$ cat src/core/aop_pkg.sv
// Constants shared by the output-processing configuration register bank.
package aop_pkg;

  // ---------------------------------------------------------------------
  // Register indices (byte address is four times the index)
  // ---------------------------------------------------------------------
  localparam logic [7:0] IDX_COMMIT     = 8'h00;
  localparam logic [7:0] IDX_STATUS     = 8'h01;
  localparam logic [7:0] IDX_DEC_FILT   = 8'h41;
  localparam logic [7:0] IDX_ZONE       = 8'h42;
  localparam logic [7:0] IDX_CODING     = 8'h43;
  localparam logic [7:0] IDX_GAIN       = 8'h44;
  localparam logic [7:0] IDX_CODE_EN    = 8'h4b;
  localparam logic [7:0] IDX_DEC_EN     = 8'h4d;
  localparam logic [7:0] IDX_ZONE_EN    = 8'h4e;
  localparam logic [7:0] IDX_GAIN_REORD = 8'h52;
  localparam logic [7:0] IDX_REORD2     = 8'h72;

  // ---------------------------------------------------------------------
  // Storage table: slot order, index, writable bits and reset value
  // ---------------------------------------------------------------------
  localparam int NREG = 10;
  localparam int SLOT_COMMIT     = 0;
  localparam int SLOT_DEC_FILT   = 1;
  localparam int SLOT_ZONE       = 2;
  localparam int SLOT_CODING     = 3;
  localparam int SLOT_GAIN       = 4;
  localparam int SLOT_CODE_EN    = 5;
  localparam int SLOT_DEC_EN     = 6;
  localparam int SLOT_ZONE_EN    = 7;
  localparam int SLOT_GAIN_REORD = 8;
  localparam int SLOT_REORD2     = 9;

  localparam logic [7:0] REG_IDX [NREG] = '{
    IDX_COMMIT, IDX_DEC_FILT, IDX_ZONE, IDX_CODING, IDX_GAIN,
    IDX_CODE_EN, IDX_DEC_EN, IDX_ZONE_EN, IDX_GAIN_REORD, IDX_REORD2};
  localparam logic [7:0] REG_MASK [NREG] = '{
    8'h01, 8'h17, 8'h07, 8'h01, 8'hff, 8'h20, 8'h08, 8'h80, 8'h81, 8'h09};
  localparam logic [7:0] REG_RST [NREG] = '{
    8'h00, 8'h02, 8'h00, 8'h00, 8'h00, 8'h00, 8'h00, 8'h00, 8'h00, 8'h00};

  // ---------------------------------------------------------------------
  // Field positions
  // ---------------------------------------------------------------------
  localparam int POS_COMMIT      = 0;
  localparam int POS_DEC_FILT_HI = 4;
  localparam int POS_DEC_EN      = 3;
  localparam int POS_ZONE_EN     = 7;
  localparam int POS_CODE_EN     = 5;
  localparam int POS_CODE_SEL    = 0;
  localparam int POS_GAIN_EN     = 0;
  localparam int POS_REORD1      = 7;
  localparam int POS_REORD2      = 3;
  localparam int POS_ST_LIVE     = 0;
  localparam int POS_ST_HP       = 1;
  localparam int POS_ST_BADFILT  = 2;
  localparam int POS_ST_ZONE_ON  = 3;
  localparam int POS_ST_BADZONE  = 4;
  localparam int POS_ST_OFFBIN   = 5;
  localparam int POS_ST_GAIN_ON  = 6;
  localparam int POS_ST_REORDER  = 7;

  // ---------------------------------------------------------------------
  // Codes and values
  // ---------------------------------------------------------------------
  localparam logic [3:0] DEC_CODE_LP = 4'ha;
  localparam logic [3:0] DEC_CODE_HP = 4'he;
  localparam logic [2:0] ZONE_FIRST  = 3'h0;
  localparam logic [2:0] ZONE_SECOND = 3'h1;
  localparam logic [2:0] ZONE_THIRD  = 3'h2;
  localparam logic [6:0] GAIN_UNITY  = 7'h20;
  localparam logic [1:0] RESP_OKAY   = 2'h0;
  localparam logic [1:0] RESP_SLVERR = 2'h2;
  localparam int         ADDR_W_MIN  = 10;

  typedef enum logic [1:0] {
    AOP_FILT_LP,
    AOP_FILT_HP,
    AOP_FILT_BAD
  } aop_filt_e;

endpackage

$ cat src/core/aop_decode.sv
// Turns the committed register bytes into the settings the output path uses.
`timescale 1ns/100ps
`default_nettype none
module aop_decode
  import aop_pkg::*;
(
  input  wire logic [7:0] dec_filt,    // Decimation filter select byte.
  input  wire logic [7:0] dec_en,      // Decimation control enable byte.
  input  wire logic [7:0] zone,        // Sampling zone byte.
  input  wire logic [7:0] zone_en,     // Zone select enable byte.
  input  wire logic [7:0] coding,      // Output coding select byte.
  input  wire logic [7:0] code_en,     // Coding control enable byte.
  input  wire logic [7:0] gain,        // Gain code byte.
  input  wire logic [7:0] gain_reord,  // Gain apply and first unlock byte.
  input  wire logic [7:0] reord2,      // Second unlock byte.
  output aop_filt_e       filt,        // Filter response chosen.
  output logic            zone_on,     // Zone selection in force.
  output logic [2:0]      zone_idx,    // Zone number, zero based.
  output logic            zone_bad,    // Unused zone code selected.
  output logic            offset_bin,  // Offset binary coding in force.
  output logic            gain_on,     // Gain scaling in force.
  output logic [6:0]      gain_mult,   // Gain numerator over 32.
  output logic            reorder_on   // Lane reorder unlocked.
);

  logic [3:0] filt_code;

  // Filter select is split around a reserved bit; reassemble it first.
  always_comb begin
    filt_code = {dec_filt[POS_DEC_FILT_HI], dec_filt[2:0]};
    if (!dec_en[POS_DEC_EN]) begin
      filt = AOP_FILT_LP;
    end else begin
      case (filt_code)
        DEC_CODE_LP: filt = AOP_FILT_LP;
        DEC_CODE_HP: filt = AOP_FILT_HP;
        default:     filt = AOP_FILT_BAD;
      endcase
    end
  end

  // The zone number is the lower band edge counted in half-clock steps.
  always_comb begin
    zone_on  = zone_en[POS_ZONE_EN];
    zone_idx = zone_on ? zone[2:0] : ZONE_FIRST;
    zone_bad = zone_on && (zone[2:0] > ZONE_THIRD);
  end

  // Coding, gain and reorder unlock; the top gain bit never scales.
  always_comb begin
    offset_bin = code_en[POS_CODE_EN] & coding[POS_CODE_SEL];
    gain_on    = gain_reord[POS_GAIN_EN];
    gain_mult  = gain_on ? gain[6:0] : GAIN_UNITY;
    reorder_on = gain_reord[POS_REORD1] & reord2[POS_REORD2];
  end

endmodule
`default_nettype wire

$ cat src/core/aop_regs.sv
// AXI4-Lite register bank with commit for the output-processing settings.
//
// Overview of operation
// - Decimation off means low-pass 2x; on: 1010 low-pass, 1110 high-pass.
// - Decimation enable bit 3 gates the filter select field.
// - Zone codes 000, 001, 010 are zones one to three; rest unused.
// - Each zone spans one half-clock band above the one before.
// - Zone field acts only while zone enable bit 7 is set.
// - Coding select gives twos complement at 0, offset binary at 1.
// - Coding enable bit 5 low forces twos complement output.
// - Gain is code over 32; code 7Fh gives about 12 dB.
// - Gain apply bit 0 low disables gain whatever the code.
// - Filter select is bit 4 and bits 2..0; low bits reset to 2.
// - Settings act only after the commit bit goes low-high-low.
`timescale 1ns/100ps
`default_nettype none
module aop_regs
  import aop_pkg::*;
#(
  parameter int ADDR_W = 12  // AXI address width in bits.
) (
  input  wire logic              aclk,          // Clock, 50 MHz.
  input  wire logic              aresetn,       // Synchronous reset, active low.
  input  wire logic              ce,            // Clock enable; low freezes all.
  input  wire logic [ADDR_W-1:0] s_axi_awaddr,  // Write address.
  input  wire logic              s_axi_awvalid, // Write address valid.
  output logic                   s_axi_awready, // Write address ready.
  input  wire logic [31:0]       s_axi_wdata,   // Write data.
  input  wire logic [3:0]        s_axi_wstrb,   // Write byte strobes.
  input  wire logic              s_axi_wvalid,  // Write data valid.
  output logic                   s_axi_wready,  // Write data ready.
  output logic [1:0]             s_axi_bresp,   // Write response.
  output logic                   s_axi_bvalid,  // Write response valid.
  input  wire logic              s_axi_bready,  // Write response ready.
  input  wire logic [ADDR_W-1:0] s_axi_araddr,  // Read address.
  input  wire logic              s_axi_arvalid, // Read address valid.
  output logic                   s_axi_arready, // Read address ready.
  output logic [31:0]            s_axi_rdata,   // Read data.
  output logic [1:0]             s_axi_rresp,   // Read response.
  output logic                   s_axi_rvalid,  // Read data valid.
  input  wire logic              s_axi_rready,  // Read data ready.
  output logic                   filter_highpass,    // High-pass 2x selected.
  output logic                   filter_unsupported, // Unsupported filter code.
  output logic                   zone_select_on,     // Zone selection enabled.
  output logic [2:0]             zone_index,         // Zone, zero based.
  output logic                   zone_unused,        // Unused zone code.
  output logic                   offset_binary,      // Offset binary coding.
  output logic                   gain_on,            // Gain scaling applied.
  output logic [6:0]             gain_mult,          // Gain numerator over 32.
  output logic                   lane_reorder_on,    // Lane reorder unlocked.
  output logic                   config_live         // A commit has happened.
);

  // -----------------------------------------------------------------------
  // Elaboration checks
  // -----------------------------------------------------------------------
  if (ADDR_W < ADDR_W_MIN) begin : g_addr_check
    $error("ADDR_W too small to reach every register index");
  end

  // -----------------------------------------------------------------------
  // State
  // -----------------------------------------------------------------------
  logic [7:0]        shadow [NREG];
  logic [7:0]        next_shadow [NREG];
  logic [7:0]        active [NREG];
  logic [7:0]        next_active [NREG];
  logic              next_config_live;
  logic              aw_full;
  logic              next_aw_full;
  logic [ADDR_W-1:0] awaddr_q;
  logic [ADDR_W-1:0] next_awaddr_q;
  logic              w_full;
  logic              next_w_full;
  logic [31:0]       wdata_q;
  logic [31:0]       next_wdata_q;
  logic [3:0]        wstrb_q;
  logic [3:0]        next_wstrb_q;
  logic              next_awready;
  logic              next_wready;
  logic              next_bvalid;
  logic [1:0]        next_bresp;
  logic              next_arready;
  logic              next_rvalid;
  logic [31:0]       next_rdata;
  logic [1:0]        next_rresp;
  logic [7:0]        wr_idx;
  logic              wr_aligned;
  logic              wr_hit;
  logic [7:0]        rd_idx;
  logic              rd_aligned;
  logic              rd_hit;
  logic [7:0]        rd_byte;
  logic [7:0]        status_byte;

  // Decoder outputs, registered below so every port leaves a flip-flop.
  aop_filt_e         dec_filt;
  logic              dec_zone_on;
  logic [2:0]        dec_zone_idx;
  logic              dec_zone_bad;
  logic              dec_offset_bin;
  logic              dec_gain_on;
  logic [6:0]        dec_gain_mult;
  logic              dec_reorder_on;

  // -----------------------------------------------------------------------
  // Settings decoder, fed only from committed values
  // -----------------------------------------------------------------------
  aop_decode u_decode (
    .dec_filt   (active[SLOT_DEC_FILT]),
    .dec_en     (active[SLOT_DEC_EN]),
    .zone       (active[SLOT_ZONE]),
    .zone_en    (active[SLOT_ZONE_EN]),
    .coding     (active[SLOT_CODING]),
    .code_en    (active[SLOT_CODE_EN]),
    .gain       (active[SLOT_GAIN]),
    .gain_reord (active[SLOT_GAIN_REORD]),
    .reord2     (active[SLOT_REORD2]),
    .filt       (dec_filt),
    .zone_on    (dec_zone_on),
    .zone_idx   (dec_zone_idx),
    .zone_bad   (dec_zone_bad),
    .offset_bin (dec_offset_bin),
    .gain_on    (dec_gain_on),
    .gain_mult  (dec_gain_mult),
    .reorder_on (dec_reorder_on)
  );

  // -----------------------------------------------------------------------
  // Write channel: address and data are taken in either order, then the
  // store happens and the response is raised in the same edge.
  // -----------------------------------------------------------------------
  always_comb begin
    next_aw_full     = aw_full;
    next_awaddr_q    = awaddr_q;
    next_w_full      = w_full;
    next_wdata_q     = wdata_q;
    next_wstrb_q     = wstrb_q;
    next_bvalid      = s_axi_bvalid;
    next_bresp       = s_axi_bresp;
    next_shadow      = shadow;
    next_active      = active;
    next_config_live = config_live;
    wr_idx           = awaddr_q[9:2];
    wr_aligned       = ((awaddr_q >> 10) == '0) && (awaddr_q[1:0] == 2'h0);
    wr_hit           = 1'b0;
    if (s_axi_bvalid && s_axi_bready) begin
      next_bvalid = 1'b0;
    end
    if (s_axi_awvalid && s_axi_awready) begin
      next_aw_full  = 1'b1;
      next_awaddr_q = s_axi_awaddr;
    end
    if (s_axi_wvalid && s_axi_wready) begin
      next_w_full  = 1'b1;
      next_wdata_q = s_axi_wdata;
      next_wstrb_q = s_axi_wstrb;
    end
    if (aw_full && w_full && !s_axi_bvalid) begin
      next_aw_full = 1'b0;
      next_w_full  = 1'b0;
      next_bvalid  = 1'b1;
      for (int i = 0; i < NREG; i++) begin
        if (wr_aligned && (wr_idx == REG_IDX[i])) begin
          wr_hit = 1'b1;
          // Only defined bits are kept; reserved bits drop here.
          if (wstrb_q[0]) begin
            next_shadow[i] = wdata_q[7:0] & REG_MASK[i];
          end
        end
      end
      // Status is read-only; a write there is accepted and dropped.
      if (wr_aligned && (wr_idx == IDX_STATUS)) begin
        wr_hit = 1'b1;
      end
      next_bresp = wr_hit ? RESP_OKAY : RESP_SLVERR;
      // The falling half of the commit pulse moves every setting at once,
      // so the output path never sees a half-written combination.
      if (wr_aligned && (wr_idx == IDX_COMMIT) && wstrb_q[0]
          && shadow[SLOT_COMMIT][POS_COMMIT]
          && !wdata_q[POS_COMMIT]) begin
        next_active      = next_shadow;
        next_config_live = 1'b1;
      end
    end
    next_awready = !next_aw_full && !next_bvalid;
    next_wready  = !next_w_full && !next_bvalid;
  end

  // -----------------------------------------------------------------------
  // Read channel: one read at a time, data one edge after the address.
  // -----------------------------------------------------------------------
  always_comb begin
    status_byte = 8'h00;
    status_byte[POS_ST_LIVE]    = config_live;
    status_byte[POS_ST_HP]      = filter_highpass;
    status_byte[POS_ST_BADFILT] = filter_unsupported;
    status_byte[POS_ST_ZONE_ON] = zone_select_on;
    status_byte[POS_ST_BADZONE] = zone_unused;
    status_byte[POS_ST_OFFBIN]  = offset_binary;
    status_byte[POS_ST_GAIN_ON] = gain_on;
    status_byte[POS_ST_REORDER] = lane_reorder_on;
    rd_idx     = s_axi_araddr[9:2];
    rd_aligned = ((s_axi_araddr >> 10) == '0) && (s_axi_araddr[1:0] == 2'h0);
    rd_hit     = 1'b0;
    rd_byte    = 8'h00;
    for (int i = 0; i < NREG; i++) begin
      if (rd_aligned && (rd_idx == REG_IDX[i])) begin
        rd_hit  = 1'b1;
        rd_byte = shadow[i];
      end
    end
    if (rd_aligned && (rd_idx == IDX_STATUS)) begin
      rd_hit  = 1'b1;
      rd_byte = status_byte;
    end
    next_rvalid = s_axi_rvalid;
    next_rdata  = s_axi_rdata;
    next_rresp  = s_axi_rresp;
    if (s_axi_rvalid && s_axi_rready) begin
      next_rvalid = 1'b0;
    end
    if (s_axi_arvalid && s_axi_arready) begin
      next_rvalid = 1'b1;
      next_rdata  = {24'h000000, rd_byte};
      next_rresp  = rd_hit ? RESP_OKAY : RESP_SLVERR;
    end
    next_arready = !next_rvalid;
  end

  // -----------------------------------------------------------------------
  // Registers: bus state, shadow and committed settings, decoded outputs.
  // -----------------------------------------------------------------------
  always_ff @(posedge aclk) begin
    if (!aresetn) begin
      aw_full            <= 1'b0;
      awaddr_q           <= '0;
      w_full             <= 1'b0;
      wdata_q            <= 32'h00000000;
      wstrb_q            <= 4'h0;
      s_axi_awready      <= 1'b0;
      s_axi_wready       <= 1'b0;
      s_axi_bvalid       <= 1'b0;
      s_axi_bresp        <= RESP_OKAY;
      s_axi_arready      <= 1'b0;
      s_axi_rvalid       <= 1'b0;
      s_axi_rdata        <= 32'h00000000;
      s_axi_rresp        <= RESP_OKAY;
      config_live        <= 1'b0;
      shadow             <= REG_RST;
      active             <= REG_RST;
      filter_highpass    <= 1'b0;
      filter_unsupported <= 1'b0;
      zone_select_on     <= 1'b0;
      zone_index         <= ZONE_FIRST;
      zone_unused        <= 1'b0;
      offset_binary      <= 1'b0;
      gain_on            <= 1'b0;
      gain_mult          <= GAIN_UNITY;
      lane_reorder_on    <= 1'b0;
    end else if (ce) begin
      aw_full            <= next_aw_full;
      awaddr_q           <= next_awaddr_q;
      w_full             <= next_w_full;
      wdata_q            <= next_wdata_q;
      wstrb_q            <= next_wstrb_q;
      s_axi_awready      <= next_awready;
      s_axi_wready       <= next_wready;
      s_axi_bvalid       <= next_bvalid;
      s_axi_bresp        <= next_bresp;
      s_axi_arready      <= next_arready;
      s_axi_rvalid       <= next_rvalid;
      s_axi_rdata        <= next_rdata;
      s_axi_rresp        <= next_rresp;
      config_live        <= next_config_live;
      shadow             <= next_shadow;
      active             <= next_active;
      filter_highpass    <= (dec_filt == AOP_FILT_HP);
      filter_unsupported <= (dec_filt == AOP_FILT_BAD);
      zone_select_on     <= dec_zone_on;
      zone_index         <= dec_zone_idx;
      zone_unused        <= dec_zone_bad;
      offset_binary      <= dec_offset_bin;
      gain_on            <= dec_gain_on;
      gain_mult          <= dec_gain_mult;
      lane_reorder_on    <= dec_reorder_on;
    end
  end

endmodule
`default_nettype wire

$ cat config.mk
export PLATFORM = sky130hd
export DESIGN_NAME = aop_regs
export DESIGN_NICKNAME = d
export VERILOG_FILES = /design/src/core/aop_pkg.sv /design/src/core/aop_decode.sv /design/src/core/aop_regs.sv
export SDC_FILE = /design/constraint.sdc
export NUM_CORES = 1
export LEC_CHECK = 0
export ABC_AREA = 1
export BUFFER_PORTS_ARGS = -buffer_cell sky130_fd_sc_hd__buf_4
export CAP_MARGIN = 20
export CORE_ASPECT_RATIO = 0.5
export CORE_UTILIZATION = 43
export DETAILED_ROUTE_END_ITERATION = 12
export HOLD_SLACK_MARGIN = 0.03
export PLACE_DENSITY_LB_ADDON = 0.08
export SLEW_MARGIN = 15
export SYNTH_ARGS = -nofsm -noshare
export SYNTH_HDL_FRONTEND = slang
export SYNTH_HIERARCHICAL = 1
export SYNTH_SLANG_ARGS = --single-unit
$ cat constraint.sdc
create_clock -name aclk -period 2.59 [get_ports aclk]
set_input_delay 0.1295 -clock aclk [delete_from_list [all_inputs] [get_ports aclk]]
set_output_delay 0.1295 -clock aclk [all_outputs]
set_load 0.02 [all_outputs]
==> impl_metrics.yaml <==
power_and_ir_drop:
  irDropWorstVdd_uv: 446
  p_total_mw: 5.13
  power_leakage_nw: 3.46
  p_per_area_nw_per_um2: 625
min_path:
  hold_depth: 3
  hold_path_class: "input pin to flop"
clock_tree:
  ctsLongestPathBuffers: 2
  root_buffer: "clkbuf_16"
  clkSinkCount: 150
  cts-buffers-inserted: 17
  clk_latency_ps: 430
  cts_htree_levels: 4
  clkTransAtPathRegs_ps: 70
  cts_setup_buffers: 0
  cts_tree: "yes"
sta:
  rsz0062_at_grt: "no"
  fin_crit_ps: 2040
  setup_viol: 0
  period_share_pct: 78.7
  max_freq_mhz: 491
  finalHoldViolations: 0
  finalSetupTns_ps: 0
  slew_violations: 0
  tightestPinTransition_ps: 844
  skew_ps: 12.7
  setup_ws_ps: 551
  slew_headroom_pct: 43.6
synthesis:
  syn_inst: 987
  netlist_area_um2: 6860
  synth_warnings: 6
  syn_area_per_cell_um2: 6.95
finish:
  final_cell_mix: "nand2_1, dfxtp_1, inv_1"
  fin_cells: 1280
  drive_gt1_share_pct: 13.8
  nets: 1131
  final_cell_area_um2: 8200
  area_growth_pct: 19.6
  antenna_cells: 0
  final_common_cell: "nand2_1"
routing:
  routedWlPerCell_um: 14.4
  via_count: 6341
  drt-initial-drc-count: 434
  drc: 0
  finalWirelength_um: 18500
  via_per_inst: 4.95
  drtAntennaViolNets: 0
  dr.pass1.iters: 5
critical_path:
  cp_cell_sequence: "inv_2, nor2_2, nand2_1, nor2_4, nand4_1, inv_1, o22ai_1, inv_1, o22ai_1"
  critPathMaxFanout: 11
  reg2regPathDepth: 9
  cp.arrival_ps: 2310
  slowest_stage: "nand4_1"
  slowest_delay_ps: 420
  cp-end-kind: "flop"
  required_ps: 2860
  crit_type: "flop to flop"
  startpoint_type: "flop"
placement:
  placement.io_buffers: 73
  dp_cells: 1229
  gp_congestion: 0.946
  dpl_worst_slack_ps: 600
  post-dp-hpwl_um: 13600
  post_dp_cell_area_um2: 7430
global_route:
  grt_max_degree: 48
  grt_overflow: 0
  grt_pass1_vias: 5782
  antenna_found_initial: 0
  grt_usage_pct: 23.3
  grt_pass1_wl_um: 29800
flow_run:
  drv_cap: 0
floorplan:
  die_y_um: 91.3
  die_w_um: 181
  fp.coreArea_um2: 15500
  die_area_um2: 16500
  ios: 127
  row_count: 32
  initial_core_util_pct: 44.2
outcome:
  status: "finished clean"
## per-layer routing
layer  track usage (%)  part of all wire [%]  wire [um]
met3              5.58                   6.4       1190
met5                 0                     0          0
met2              34.7                    41       7500
met4              6.84                   1.1        208
met1              33.3                    52       9560
## report_power, final
| part | switching (mW) | internal, mW |
|---|---|---|
| registers | 0.0263 | 2.34 |
| clock network | 1.11 | 1.30 |
| logic | 0.223 | 0.124 |
| total | 1.36 | 3.76 |
## through the flow
step | hold WS, ps | util (%)
2_1_floorplan | 293 | -
3_3_place_gp | 403 | 48.0
3_5_place_dp | 417 | 48.0
4_1_cts | 34.2 | 52.9
5_1_grt | 41.4 | 52.9
6_report | 44.8 | 52.9
## final cells by class
type	count	area [um^2]
flip-flops and latches	150	3000
repair buffers	100	811
inverters	145	544
clock buffers	18	439
clock inverters	14	135
well taps	204	255
multi-input cells	649	3010
fillers	1570	7300
## final timing paths
kind / to / slack [ps] / from
worst min register to register: shadow[19]$_SDFFE_PN0P_ / 430 / shadow[19]$_SDFFE_PN0P_
worst max register to register: shadow[42]$_SDFFE_PN0P_ / 550 / awaddr_q[8]$_SDFFE_PN0P_
worst min-delay path: active[23]$_SDFFE_PN0P_ / 40 / aresetn
worst max-delay path: shadow[42]$_SDFFE_PN0P_ / 550 / awaddr_q[8]$_SDFFE_PN0P_
## critical path: cells and delay by family (launching register included)
| kind | cells | cell delay, ps |
|---|---|---|
| simple gates | 4 | 970 |
| flops | 1 | 340 |
| compound gates | 2 | 170 |
| buf+inv | 3 | 390 |
## registers in the layout (all words and copies together) (netlist names), 3 cells and up
name,flops
gain_mult,7
s_axi_rdata,8
active,21
zone_index,3
shadow,73
awaddr_q,12
wdata_q,8
## timing repair
item | CTS | global route
hold endpoints to repair | 19 | 0
hold buffers | 19 | 0
gates resized for setup | 0 | 0
(Power assumes the default switching activity.)
